## config.mk

```make
export PLATFORM = sky130hd
export DESIGN_NAME = csw_timers
export DESIGN_NICKNAME = d
export VERILOG_FILES = /design/src/core/csw_timers.v
export VERILOG_INCLUDE_DIRS = /design/src /design/src/core
export SDC_FILE = /design/constraint.sdc
export NUM_CORES = 1
export LEC_CHECK = 0
export ABC_CLOCK_PERIOD_IN_PS = 9900
export BUFFER_PORTS_ARGS = -buffer_cell sky130_fd_sc_hd__buf_2
export CORE_ASPECT_RATIO = 1.2
export CORE_MARGIN = 4
export CORE_UTILIZATION = 45
export CTS_BUF_LIST = sky130_fd_sc_hd__clkbuf_2
export DETAILED_ROUTE_END_ITERATION = 8
export SLEW_MARGIN = 20
export SYNTH_ARGS = -nofsm -noshare
export SYNTH_HDL_FRONTEND = slang
export SYNTH_SLANG_ARGS = --single-unit
```

## constraint.sdc

```tcl
create_clock -name ref_clk -period 9.9 [get_ports ref_clk]
set_clock_uncertainty 0.2 [all_clocks]
set_input_delay 1.485 -clock ref_clk [delete_from_list [all_inputs] [get_ports ref_clk]]
set_output_delay 1.485 -clock ref_clk [all_outputs]
set_load 0.01 [all_outputs]
```

## src/core/csw_map.vh

```
`ifndef CSW_MAP_VH
`define CSW_MAP_VH
// ---------------------------------------------------------------
// register byte offsets
// ---------------------------------------------------------------
`define CSW_OFF_TIMER0   12'h000
`define CSW_OFF_TIMER1   12'h004
`define CSW_OFF_HSCTRL   12'h008
`define CSW_OFF_WKCFG    12'h00C
`define CSW_OFF_WKSTAT   12'h010
`define CSW_OFF_WKLVL    12'h014
`define CSW_OFF_STATUS   12'h018
// ---------------------------------------------------------------
// timer register fields: on-time code [2:0], period code [6:4]
// ---------------------------------------------------------------
`define CSW_ON_LSB       0
`define CSW_PER_LSB      4
`define CSW_ON_OFF       3'b000
`define CSW_ON_X6        3'b110
`define CSW_ON_X7        3'b111
// ---------------------------------------------------------------
// high-side control fields (per output, 4 bits): [1:0] source, [2] initial high
// ---------------------------------------------------------------
`define CSW_SRC_OFF      2'b00
`define CSW_SRC_T0       2'b01
`define CSW_SRC_T1       2'b10
`define CSW_SRC_SYNC     2'b11
`define CSW_HS_INIT_BIT  2
// ---------------------------------------------------------------
// device modes
// ---------------------------------------------------------------
`define CSW_MODE_NORMAL  3'd0
`define CSW_MODE_STOP    3'd1
`define CSW_MODE_SLEEP   3'd2
`define CSW_MODE_RESTART 3'd3
`define CSW_MODE_FAIL    3'd4
// ---------------------------------------------------------------
// timing: one time base tick, in ns, and reset values
// ---------------------------------------------------------------
`define CSW_TICK_NS      100000
`define CSW_CLK_NS       8
`define CSW_RST_ZERO     32'h0000_0000
`endif

```

## src/core/csw_timers.v

```verilog
`timescale 1ns/100ps
`default_nettype none
`include "csw_map.vh"

// What this block does
// - timer or sync pulses high-side output periodically
// - wake level change between samples flags event
// - wake event: interrupt low or power regulator
// - initial level held before sense starts
// - nonzero on-time starts sense immediately
// - on-time longer than period flags failure
// - sleep without valid sense source or other wake source: restart
// - wake sampled once at on-phase end
// - sense event sets per-input wake flag
// - level status updated from samples while sensing, else follows pin
// - event raised even if flag set
// - fail-safe: output off, static sensing
// - fault disables affected high-side output
// - stop interrupts, sleep wakes via restart
// - uncleared flags on sleep: immediate restart
// - cyclic wake interrupts or wakes sleep
// - cyclic wake enabled except 000,110,111
// - wake interrupt each on-start except first
// - two timers, mapped per output
// - config only in normal, outputs off restart
module csw_timers #(
	parameter NUM_HS   = 3,
	parameter NUM_WK   = 4,
	parameter TICK_CYC = `CSW_TICK_NS / `CSW_CLK_NS
)(
	input  wire                ref_clk,
	input  wire                reset,
	input  wire                clkEn,
	input  wire                psel,
	input  wire                penable,
	input  wire                pwrite,
	input  wire [11:0]         paddr,
	input  wire [31:0]         pwdata,
	output wire                pready,
	output reg  [31:0]         prdata,
	output wire                pslverr,
	input  wire [2:0]          devMode,
	input  wire                sleepReq,
	input  wire                otherWakeSrc,
	input  wire [NUM_HS-1:0]   hsFault,
	input  wire [NUM_WK-1:0]   wakeInput,
	input  wire                extSyncInput,
	output reg  [NUM_HS-1:0]   highSideOutput,
	output reg                 interruptOutN,
	output reg                 mainRegulatorOn,
	output reg                 restartReq,
	output reg                 resetOutN
);

	// ---------------------------------------------------------------
	// helpers
	// ---------------------------------------------------------------
	// on/period code to ticks: 0.1,0.3,1,10,20,.. ms scaled by tick of 0.1 ms
	function [15:0] onTicks;
		input [2:0] c;
		begin
			case (c)
				3'd1:    onTicks = 16'd1;
				3'd2:    onTicks = 16'd3;
				3'd3:    onTicks = 16'd10;
				3'd4:    onTicks = 16'd100;
				3'd5:    onTicks = 16'd200;
				default: onTicks = 16'd0;
			endcase
		end
	endfunction

	function [15:0] perTicks;
		input [2:0] c;
		begin
			case (c)
				3'd0:    perTicks = 16'd100;
				3'd1:    perTicks = 16'd200;
				3'd2:    perTicks = 16'd500;
				3'd3:    perTicks = 16'd1000;
				3'd4:    perTicks = 16'd2000;
				3'd5:    perTicks = 16'd5000;
				3'd6:    perTicks = 16'd10000;
				default: perTicks = 16'd20000;
			endcase
		end
	endfunction

	function cwEnabled;
		input [2:0] c;
		begin
			cwEnabled = (c != `CSW_ON_OFF) && (c != `CSW_ON_X6) && (c != `CSW_ON_X7);
		end
	endfunction

	// ---------------------------------------------------------------
	// pin synchronisers
	// ---------------------------------------------------------------
	reg  [NUM_WK-1:0] wkMeta_q;
	reg  [NUM_WK-1:0] wkSync_q;
	reg               syncMeta_q;
	reg               syncSync_q;
	reg               syncPrev_q;

	// two stages before any logic sees the pins
	always @(posedge ref_clk)
	begin
		if (reset)
		begin
			wkMeta_q   <= {NUM_WK{1'b0}};
			wkSync_q   <= {NUM_WK{1'b0}};
			syncMeta_q <= 1'b0;
			syncSync_q <= 1'b0;
			syncPrev_q <= 1'b0;
		end
		else if (clkEn)
		begin
			wkMeta_q   <= wakeInput;
			wkSync_q   <= wkMeta_q;
			syncMeta_q <= extSyncInput;
			syncSync_q <= syncMeta_q;
			syncPrev_q <= syncSync_q;
		end
	end

	// ---------------------------------------------------------------
	// registers
	// ---------------------------------------------------------------
	reg  [6:0]          timerCfg_q [0:1];
	reg  [4*NUM_HS-1:0] hsCtrl_q;
	reg  [NUM_WK-1:0]   wkSel_q;
	reg  [NUM_WK-1:0]   wkFlag_q;
	reg  [NUM_WK-1:0]   wkLvl_q;
	reg                 cmdFail_q;
	reg                 cwFlag_q;

	wire accessEn  = psel & penable & clkEn;
	wire wrEn      = accessEn & pwrite;
	wire isNormal  = (devMode == `CSW_MODE_NORMAL);
	wire isStop    = (devMode == `CSW_MODE_STOP);
	wire isSleep   = (devMode == `CSW_MODE_SLEEP);
	wire isFail    = (devMode == `CSW_MODE_FAIL);
	wire isRestart = (devMode == `CSW_MODE_RESTART);
	wire offHit    = (paddr == `CSW_OFF_TIMER0) | (paddr == `CSW_OFF_TIMER1) |
	                 (paddr == `CSW_OFF_HSCTRL) | (paddr == `CSW_OFF_WKCFG) |
	                 (paddr == `CSW_OFF_WKSTAT) | (paddr == `CSW_OFF_WKLVL) |
	                 (paddr == `CSW_OFF_STATUS);

	assign pready  = 1'b1;
	assign pslverr = psel & penable & ~offHit;

	// ---------------------------------------------------------------
	// timers
	// ---------------------------------------------------------------
	reg  [15:0] tickCnt_q;
	wire        tick = (tickCnt_q == TICK_CYC[15:0] - 16'd1);
	reg  [15:0] phase_q [0:1];
	reg  [1:0]  onPh_q;
	reg  [1:0]  first_q;
	reg  [1:0]  onEnd;
	reg  [1:0]  onStart;
	integer     t;
	integer     u;

	// free time base; a timer's phase restarts only when its on-time code is 000 or in fail/restart
	always @(posedge ref_clk)
	begin
		if (reset)
			tickCnt_q <= 16'h0000;
		else if (clkEn)
			tickCnt_q <= tick ? 16'h0000 : tickCnt_q + 16'd1;
	end

	// on-phase occupies start of each period
	always @(posedge ref_clk)
	begin
		if (reset)
		begin
			for (t = 0; t < 2; t = t + 1)
				phase_q[t] <= 16'h0000;
			onPh_q  <= 2'b00;
			first_q <= 2'b11;
		end
		else if (clkEn)
		begin
			for (t = 0; t < 2; t = t + 1)
			begin
				if (timerCfg_q[t][2:0] == `CSW_ON_OFF || isRestart || isFail)
				begin
					phase_q[t] <= 16'h0000;
					onPh_q[t]  <= 1'b0;
					first_q[t] <= 1'b1;
				end
				else if (first_q[t])
				begin
					// launch opens the on-phase at once; this start never interrupts
					phase_q[t] <= 16'h0000;
					onPh_q[t]  <= 1'b1;
					first_q[t] <= 1'b0;
				end
				else if (tick)
				begin
					phase_q[t] <= (phase_q[t] + 16'd1 >= perTicks(timerCfg_q[t][6:4])) ?
					              16'h0000 : phase_q[t] + 16'd1;
					onPh_q[t]  <= (phase_q[t] + 16'd1 < onTicks(timerCfg_q[t][2:0])) ||
					              (phase_q[t] + 16'd1 >= perTicks(timerCfg_q[t][6:4]));
				end
			end
		end
	end

	// phase edges: start of on-time and end of on-time
	always @*
	begin
		for (u = 0; u < 2; u = u + 1)
		begin
			onEnd[u]   = tick & onPh_q[u] & (phase_q[u] + 16'd1 == onTicks(timerCfg_q[u][2:0]));
			onStart[u] = tick & (phase_q[u] + 16'd1 >= perTicks(timerCfg_q[u][6:4]))
			             & (timerCfg_q[u][2:0] != `CSW_ON_OFF);
		end
	end

	// ---------------------------------------------------------------
	// high-side outputs and sample points
	// ---------------------------------------------------------------
	reg  [NUM_HS-1:0] hsOn;
	reg               sampleNow;
	reg               senseActive;
	reg  [1:0]        tmrMapped;
	integer           h;

	// a timer mapped to an output senses; only unmapped timers wake
	always @*
	begin
		hsOn        = {NUM_HS{1'b0}};
		tmrMapped   = 2'b00;
		sampleNow   = 1'b0;
		senseActive = 1'b0;
		for (h = 0; h < NUM_HS; h = h + 1)
		begin
			case (hsCtrl_q[4*h +: 2])
				`CSW_SRC_T0:
				begin
					hsOn[h]     = (timerCfg_q[0][2:0] != `CSW_ON_OFF) ? onPh_q[0] :
					              hsCtrl_q[4*h+`CSW_HS_INIT_BIT];
					sampleNow   = sampleNow | onEnd[0];
					tmrMapped[0] = 1'b1;
					senseActive = senseActive | (timerCfg_q[0][2:0] != `CSW_ON_OFF);
				end
				`CSW_SRC_T1:
				begin
					hsOn[h]     = (timerCfg_q[1][2:0] != `CSW_ON_OFF) ? onPh_q[1] :
					              hsCtrl_q[4*h+`CSW_HS_INIT_BIT];
					sampleNow   = sampleNow | onEnd[1];
					tmrMapped[1] = 1'b1;
					senseActive = senseActive | (timerCfg_q[1][2:0] != `CSW_ON_OFF);
				end
				`CSW_SRC_SYNC:
				begin
					hsOn[h]     = syncSync_q;
					sampleNow   = sampleNow | (syncPrev_q & ~syncSync_q);
					senseActive = 1'b1;
				end
				default:
					hsOn[h] = hsCtrl_q[4*h+`CSW_HS_INIT_BIT];
			endcase
		end
	end

	// faulted or mode-disabled outputs drop at once
	always @(posedge ref_clk)
	begin
		if (reset)
			highSideOutput <= {NUM_HS{1'b0}};
		else if (clkEn)
			highSideOutput <= (isFail || isRestart) ? {NUM_HS{1'b0}} :
			                  hsOn & ~hsFault;
	end

	// ---------------------------------------------------------------
	// wake detection
	// ---------------------------------------------------------------
	wire [NUM_WK-1:0] wkChange = (wkSync_q ^ wkLvl_q) & wkSel_q;
	wire              senseMode = senseActive & ~isFail;
	// static sensing in fail-safe may itself raise an event
	wire [NUM_WK-1:0] wkEvt = (senseMode & sampleNow) ? wkChange :
	                          isFail ? wkChange : {NUM_WK{1'b0}};
	wire              cwEvt = (onStart[0] & ~first_q[0] & ~tmrMapped[0] &
	                           cwEnabled(timerCfg_q[0][2:0])) |
	                          (onStart[1] & ~first_q[1] & ~tmrMapped[1] &
	                           cwEnabled(timerCfg_q[1][2:0]));
	wire              anyEvt = (|wkEvt) | cwEvt;

	// level status follows samples only while sensing
	always @(posedge ref_clk)
	begin
		if (reset)
			wkLvl_q <= {NUM_WK{1'b0}};
		else if (clkEn)
		begin
			if (!senseMode || (senseMode & sampleNow))
				wkLvl_q <= wkSync_q;
		end
	end

	// ---------------------------------------------------------------
	// register writes; config writable only in normal mode, timers and mapping cleared in fail/restart
	// ---------------------------------------------------------------
	always @(posedge ref_clk)
	begin
		if (reset)
		begin
			timerCfg_q[0] <= 7'h00;
			timerCfg_q[1] <= 7'h00;
			hsCtrl_q      <= {4*NUM_HS{1'b0}};
			wkSel_q       <= {NUM_WK{1'b0}};
			wkFlag_q      <= {NUM_WK{1'b0}};
			cwFlag_q      <= 1'b0;
			cmdFail_q     <= 1'b0;
		end
		else if (clkEn)
		begin
			if (wrEn && isNormal && paddr == `CSW_OFF_TIMER0)
				timerCfg_q[0] <= pwdata[6:0];
			if (wrEn && isNormal && paddr == `CSW_OFF_TIMER1)
				timerCfg_q[1] <= pwdata[6:0];
			if (wrEn && isNormal && paddr == `CSW_OFF_HSCTRL)
				hsCtrl_q <= pwdata[4*NUM_HS-1:0];
			if (wrEn && isNormal && paddr == `CSW_OFF_WKCFG)
				wkSel_q <= pwdata[NUM_WK-1:0];
			// fail or restart drops mapping and timers; host must set up again
			if (isFail || isRestart)
			begin
				timerCfg_q[0] <= 7'h00;
				timerCfg_q[1] <= 7'h00;
				hsCtrl_q      <= {4*NUM_HS{1'b0}};
			end
			// set wins over write-one-to-clear
			wkFlag_q <= (wkFlag_q & ~((wrEn && paddr == `CSW_OFF_WKSTAT) ?
			            pwdata[NUM_WK-1:0] : {NUM_WK{1'b0}})) | wkEvt;
			cwFlag_q <= (cwFlag_q & ~(wrEn && paddr == `CSW_OFF_WKSTAT && pwdata[8])) | cwEvt;
			if (wrEn && paddr == `CSW_OFF_STATUS && pwdata[0])
				cmdFail_q <= 1'b0;
			if (wrEn && isNormal && (paddr == `CSW_OFF_TIMER0 || paddr == `CSW_OFF_TIMER1) &&
			    onTicks(pwdata[2:0]) > perTicks(pwdata[6:4]))
				cmdFail_q <= 1'b1;
			if (sleepReq && ((!senseActive && !otherWakeSrc) || (|wkFlag_q) || cwFlag_q))
				cmdFail_q <= 1'b1;
		end
	end

	// ---------------------------------------------------------------
	// mode reactions: interrupt, regulator, restart
	// ---------------------------------------------------------------
	always @(posedge ref_clk)
	begin
		if (reset)
		begin
			interruptOutN   <= 1'b1;
			mainRegulatorOn <= 1'b1;
			restartReq      <= 1'b0;
			resetOutN       <= 1'b1;
		end
		else if (clkEn)
		begin
			// one-cycle low pulse per event in normal or stop
			interruptOutN   <= ~(anyEvt & (isNormal | isStop));
			// sleep wake or bad sleep entry goes via restart
			restartReq      <= (anyEvt & isSleep) |
			                   (sleepReq & ((!senseActive && !otherWakeSrc) ||
			                   (|wkFlag_q) || cwFlag_q));
			mainRegulatorOn <= isSleep ? (anyEvt | ~mainRegulatorOn ? anyEvt : 1'b0) : 1'b1;
			resetOutN       <= ~(isRestart | (sleepReq & ((|wkFlag_q) | cwFlag_q)));
		end
	end

	// ---------------------------------------------------------------
	// read data
	// ---------------------------------------------------------------
	always @(posedge ref_clk)
	begin
		if (reset)
			prdata <= `CSW_RST_ZERO;
		else if (clkEn && psel && !penable && !pwrite)
		begin
			case (paddr)
				`CSW_OFF_TIMER0: prdata <= {25'd0, timerCfg_q[0]};
				`CSW_OFF_TIMER1: prdata <= {25'd0, timerCfg_q[1]};
				`CSW_OFF_HSCTRL: prdata <= {{(32-4*NUM_HS){1'b0}}, hsCtrl_q};
				`CSW_OFF_WKCFG:  prdata <= {{(32-NUM_WK){1'b0}}, wkSel_q};
				`CSW_OFF_WKSTAT: prdata <= {23'd0, cwFlag_q, {(8-NUM_WK){1'b0}}, wkFlag_q};
				`CSW_OFF_WKLVL:  prdata <= {{(32-NUM_WK){1'b0}}, wkLvl_q};
				`CSW_OFF_STATUS: prdata <= {30'd0, onPh_q[0] | onPh_q[1], cmdFail_q};
				default:         prdata <= `CSW_RST_ZERO;
			endcase
		end
	end

endmodule // csw_timers
`default_nettype wire

```

==> results.py, run 1 <==
metrics = {
    "clocking": {
        "post_cts_resized": 0,
        "clock-sinks": 122,
        "clk_pin_slew_worst_paths_ps": 230,
        "htree_num_levels": 4,
        "max-clock-path-buffers": 2,
        "numCtsBuffers": 17,
        "cts_hold_buffers": 0,
        "cts_root_buf": "clkbuf_2",
        "cts_tree": "yes",
        "insertion_delay_ps": 710,
        "cts_setup_buffers": 0,
    },
    "timing": {
        "tightest_slew_ps": 930,
        "hold_viol": 0,
        "slew_violations": 0,
        "min_period_ps": 4300,
        "hold_ws_ps": 271,
        "fin_ws_ps": 5600,
        "tns_ps": 0,
        "fin_crit_sh_pct": 43.4,
        "max_freq_mhz": 233,
        "setup_viol": 0,
        "max_slew_margin_pct": 38.0,
        "grt_setup_unrepaired": "no",
    },
    "final_layout": {
        "nets": 1075,
        "drive_gt1_share_pct": 13.4,
        "final_cell_mix": "nor2_1 (124), nand2_1 (81), dfxtp_1 (76), buf_2 (62), ha_1 (60)",
        "syn2layout_area_growth_pct": 7.87,
        "final_common_cell": "nor2_1",
    },
    "floorplanning": {
        "boundaryPins": 104,
        "start_util_pct": 46.2,
        "die-area_sq_mm": 0.0197,
        "die_h_microns": 153,
        "core_area_sq_mm": 0.0170,
        "core.rowCount": 52,
        "die_w_microns": 129,
    },
    "yosys": {
        "synthCells": 904,
        "async_flop_share_pct": 0,
        "synth-seq-cells": 122,
        "syn_area_sq_mm": 0.00787,
        "synth_edf_count": 46,
        "ys.flop_type": "dfxtp_1",
        "synth.distinct_cells": 81,
        "seq_area_frac_synth_pct": 36.9,
        "yosysWarnings": 0,
        "syn_avg_cell_area_sq_um": 8.71,
    },
    "routing": {
        "vias": 6556,
        "wl_mm": 19.8,
        "viasPerCell": 5.55,
        "first_pass_iters": 7,
        "drt_iter0_drc": 405,
        "drc_errors": 0,
        "wl_per_cell_microns": 16.7,
        "drt.antenna.violating_nets": 0,
    },
    "place": {
        "dp_slack_ps": 5260,
        "gp_congestion": 0.864,
        "portBuffers": 62,
        "dp.final_hpwl_mm": 14.8,
    },
    "global_routing": {
        "overflow": 0,
        "grtUsageTotal_pct": 20.4,
        "grt_max_degree": 53,
        "antenna_found_initial": 1,
        "grt_pass1_wl_mm": 32.1,
        "grt_pass1_vias": 6075,
    },
    "job": {
        "cap_violations": 0,
    },
    "critical_path": {
        "worstSetupStartpoint": "phase_q[0][0]",
        "worst-endpoint-arrival_ps": 4660,
        "cp-end-kind": "flip-flop",
        "regToRegSetupSlack_ps": 5600,
        "critPathLaunchType": "flip-flop",
        "path_class": "reg2reg",
        "r2r_start": "phase_q[0][0]",
        "endpoint": "phase_q[0][5]",
        "timing.rr.end": "phase_q[0][5]",
        "critPathMaxFanout": 15,
        "worst_ep_required_time_ps": 10260,
        "r2r_cells": 13,
    },
    "pwr": {
        "leakagePower_uw": 0.00346,
        "power_density_mw_per_mm2": 125,
        "peakVddDrop_uv": 88.5,
    },
    "run_status": {
        "status": "finished clean",
    },
    "hold_path": {
        "hp-class": "reg2reg",
        "min-delay-start": "prdata[10]",
    },
}
==> flip-flops by register name (all words and copies together) (netlist names), 3 cells and up <==
signal	count
timerCfg_q	14
phase_q	32
highSideOutput	3
hsCtrl_q	12
wkMeta_q	4
tickCnt_q	16
wkFlag_q	4
prdata	12
wkSel_q	4
wkLvl_q	4
wkSync_q	4
==> synth_stat cells (all sizes together) (24+ instances only) <==
| master | number | area [sq um] |
|---|---|---|
| nor2 | 124 | 465 |
| nand2 | 81 | 304 |
| dfxtp | 76 | 1520 |
| ha | 60 | 751 |
| edfxtp | 46 | 1380 |
| nand3 | 39 | 195 |
| a21oi | 37 | 185 |
| o21ai | 36 | 180 |
| clkbuf | 33 | 135 |
| nor2b | 32 | 200 |
| inv | 31 | 116 |
| nor3 | 30 | 155 |
| xor2 | 28 | 245 |
| xnor2 | 26 | 228 |
| buf | 24 | 171 |
==> how the worst min path moves through the flow <==
stage,slack [ps],cells past startpoint,endpoint
after CTS,270,2,prdata[11]
after floorplan,250,2,prdata[11]
after detailed placement,240,2,prdata[9]
after global placement,240,2,prdata[10]
final,270,2,prdata[10]
after global routing,290,2,prdata[9]
==> layout make-up <==
class | instances | area [sq um]
fillers | 1684 | 8550
multi-input cells | 713 | 4590
flip-flops and latches | 122 | 2900
repair buffers | 66 | 340
well taps | 216 | 270
clock inverters | 15 | 178
inverters | 32 | 120
clock buffers | 17 | 85.1
diodes | 1 | 2.50
==> where the power goes <==
group          internal (uW)  switching (uW)  leakage (uW)
clock                    127             226      0.000157
combinational           60.3            85.8       0.00220
sequential               540            25.9       0.00110
total                    727             338       0.00346
==> critical path, cell delays in order (launching register included) <==
cell	delay (ps)
edfxtp_1	490
ha_1	270
nand3_1	120
nor2_1	330
and4_1	260
xor2_1	210
ha_1	290
a21oi_1	160
nand2_1	70
a221oi_1	250
o21ai_0	140
a211oi_1	490
nand3_1	590
nor2b_1	280
==> per-stage QoR <==
step / power, uW / std cells / instance area (sq um) / util (%)
2_1_floorplan: 679 / 925 / 7950 / -
3_3_place_gp: 721 / 1149 / 8220 / 48.2
3_5_place_dp: 722 / 1149 / 8220 / 48.2
4_1_cts: 1080 / 1181 / 8490 / 49.8
5_1_grt: 1130 / 1182 / 8490 / 49.8
6_report: 1060 / 1182 / 8490 / 49.8
==> routing by layer <==
metal | GRT usage [%] | wire length, microns
met4 | 8.05 | 617
met3 | 4.26 | 1110
met2 | 33.3 | 9550
met1 | 26.4 | 8520
met5 | 0 | 0
==> cells by family after synthesis <==
logic type | after synthesis | synth area share [%]
AO/OA/AOI/OAI | 157 | 13.5
adder cells (fa/ha/maj) | 60 | 9.54
XOR/XNOR | 54 | 6.01
buffers and inverters | 90 | 5.83
AND/OR/NAND/NOR | 391 | 24.5
other | 2 | 0.0954
multiplexers | 28 | 3.66
flip-flops | 122 | 36.9
No activity file was read; power rests on OpenSTA's default activity.
==> inputs of run 2 (changes only) <==
--- a/config.mk
+++ b/config.mk
@@ -6,7 +6,7 @@
 export SDC_FILE = /design/constraint.sdc
 export NUM_CORES = 1
 export LEC_CHECK = 0
-export ABC_CLOCK_PERIOD_IN_PS = 9900
+export ABC_CLOCK_PERIOD_IN_PS = 4200
 export BUFFER_PORTS_ARGS = -buffer_cell sky130_fd_sc_hd__buf_2
 export CORE_ASPECT_RATIO = 1.2
 export CORE_MARGIN = 4
==> constraint.sdc (replaced) <==
create_clock -name ref_clk -period 4.2 [get_ports ref_clk]
set_clock_uncertainty 0.2 [all_clocks]
set_input_delay 0.63 -clock ref_clk [delete_from_list [all_inputs] [get_ports ref_clk]]
set_output_delay 0.63 -clock ref_clk [all_outputs]
set_load 0.01 [all_outputs]
==> results.py, run 2 (same netlist as run 1, synthesis figures left out) <==
metrics = {
    "hold_path": {
        "min-delay-start": "devMode[0]",
        "hp-class": "in2reg",
        "min_path_cells": 4,
    },
    "global_routing": {
        "grtUsageTotal_pct": 20.9,
        "grt_pass1_vias": 6404,
        "overflow": 0,
        "grt_pass1_wl_mm": 32.9,
        "grt_max_degree": 51,
        "antenna_found_initial": 1,
    },
    "floorplanning": {
        "start_util_pct": 46.2,
        "die_h_microns": 153,
        "boundaryPins": 104,
        "die_w_microns": 129,
        "core.rowCount": 52,
        "core_area_sq_mm": 0.0170,
        "die-area_sq_mm": 0.0197,
    },
    "run_status": {
        "status": "finished clean",
    },
    "routing": {
        "wl_mm": 20.1,
        "viasPerCell": 5.56,
        "wl_per_cell_microns": 16.6,
        "drc_errors": 0,
        "vias": 6722,
        "drt.antenna.violating_nets": 0,
        "drt_iter0_drc": 451,
        "first_pass_iters": 7,
    },
    "final_layout": {
        "reg.largest.list": "phase_q: 32 flops, tickCnt_q: 16 flops, timerCfg_q: 14 flops",
        "largest_reg_flops": 32,
        "final_common_cell": "nor2_1",
        "nets": 1102,
        "syn2layout_area_growth_pct": 11.0,
        "final_cell_mix": "nor2_1 (123), nand2_1 (81), dfxtp_1 (76), buf_2 (62), ha_1 (60)",
        "drive_gt1_share_pct": 13.7,
        "final_cells": 1209,
        "largest_register": "phase_q",
    },
    "clocking": {
        "max-clock-path-buffers": 2,
        "numCtsBuffers": 17,
        "clock-sinks": 122,
        "cts_setup_buffers": 0,
        "clk_pin_slew_worst_paths_ps": 210,
        "insertion_delay_ps": 740,
        "cts_tree": "yes",
        "cts_root_buf": "clkbuf_2",
        "htree_num_levels": 4,
    },
    "place": {
        "gp_congestion": 0.863,
        "dp.final_hpwl_mm": 15.1,
        "place_inst": 1156,
        "portBuffers": 62,
        "dp_slack_ps": 307,
    },
    "critical_path": {
        "path_class": "reg2reg",
        "critPathMaxFanout": 6,
        "r2r_start": "phase_q[0][0]",
        "r2r_cells": 15,
        "worst-endpoint-arrival_ps": 4290,
        "worst_ep_required_time_ps": 4660,
        "critPathLaunchType": "flip-flop",
        "cp-end-kind": "flip-flop",
        "worstSetupStartpoint": "phase_q[0][0]",
        "regToRegSetupSlack_ps": 370,
    },
    "timing": {
        "setup_viol": 0,
        "tightest_slew_ps": 969,
        "tns_ps": 0,
        "max_freq_mhz": 261,
        "fin_ws_ps": 368,
        "grt_setup_unrepaired": "no",
        "slew_violations": 0,
        "min_period_ps": 3830,
        "hold_viol": 0,
        "fin_crit_sh_pct": 91.2,
        "hold_ws_ps": 76.2,
        "max_slew_margin_pct": 35.0,
    },
    "pwr": {
        "leakagePower_uw": 0.00358,
        "switching_share_pct": 31.7,
        "p_int_uw": 1730,
        "power_density_mw_per_mm2": 289,
        "peakVddDrop_uv": 238,
        "power_switching_uw": 800,
        "seq_power_share_pct": 52.8,
        "power.share.clock_pct": 32.8,
        "comb_power_share_pct": 14.4,
    },
    "job": {
        "cap_violations": 0,
    },
}
run 2: timing repair:
item | 4_1_cts | 5_1_grt
gates resized for setup | 0 | 1
hold endpoints to repair | 26 | 0
endpoints found under the setup margin | 0 | 3
hold buffers | 20 | 0
run 2: layer usage:
| metal | global-route usage (%) | up-vias | wire length, microns |
|---|---|---|---|
| met3 | 4.29 | 45 | 880 |
| met2 | 35.0 | 187 | 9780 |
| li1 | - | 3346 | - |
| met1 | 26.3 | 3144 | 8820 |
| met4 | 8.00 | 0 | 616 |
| met5 | 0 | - | 0 |
run 2: cell type report:
cell class | count | area (sq um)
inverters | 32 | 120
clock buffers | 17 | 85.1
multi-input cells | 713 | 4590
flip-flops and latches | 122 | 2900
diodes | 1 | 2.50
clock inverters | 15 | 175
well taps | 216 | 270
fillers | 1650 | 8310
repair buffers | 93 | 593
run 2: final timing paths:
check | end
setup / recovery | restartReq
hold / removal | mainRegulatorOn
setup reg to reg | restartReq
hold reg to reg | prdata[11]
run 2: critical path, stage by stage (launching register included):
cell and delay, ps:
edfxtp_1 480, ha_1 270, nand3_1 140, nor2_2 240
and4_1 240, xor2_1 210, ha_1 280, a21oi_1 160
nand2_1 70, a221oi_1 270, o21ai_0 160, a211oi_1 250
buf_4 170, o22ai_1 120, a31o_2 280, a41o_1 230
run 2: power groups by stage:
stage	clock network [uW]	logic [uW]	registers, uW
6_report	830	364	1330
5_1_grt	898	416	1340
4_1_cts	850	366	1330
3_5_place_dp	0	350	1360
3_3_place_gp	0	347	1360
2_1_floorplan	0	272	1330
run 2: metrics by stage:
stage	power, uW	util (%)	area [sq um]
after detailed placement	1710	48.5	8280
after global routing	2660	51.3	8740
final	2530	51.3	8740
after CTS	2550	51.2	8740
after global placement	1700	48.5	8280
after floorplan	1600	-	7950
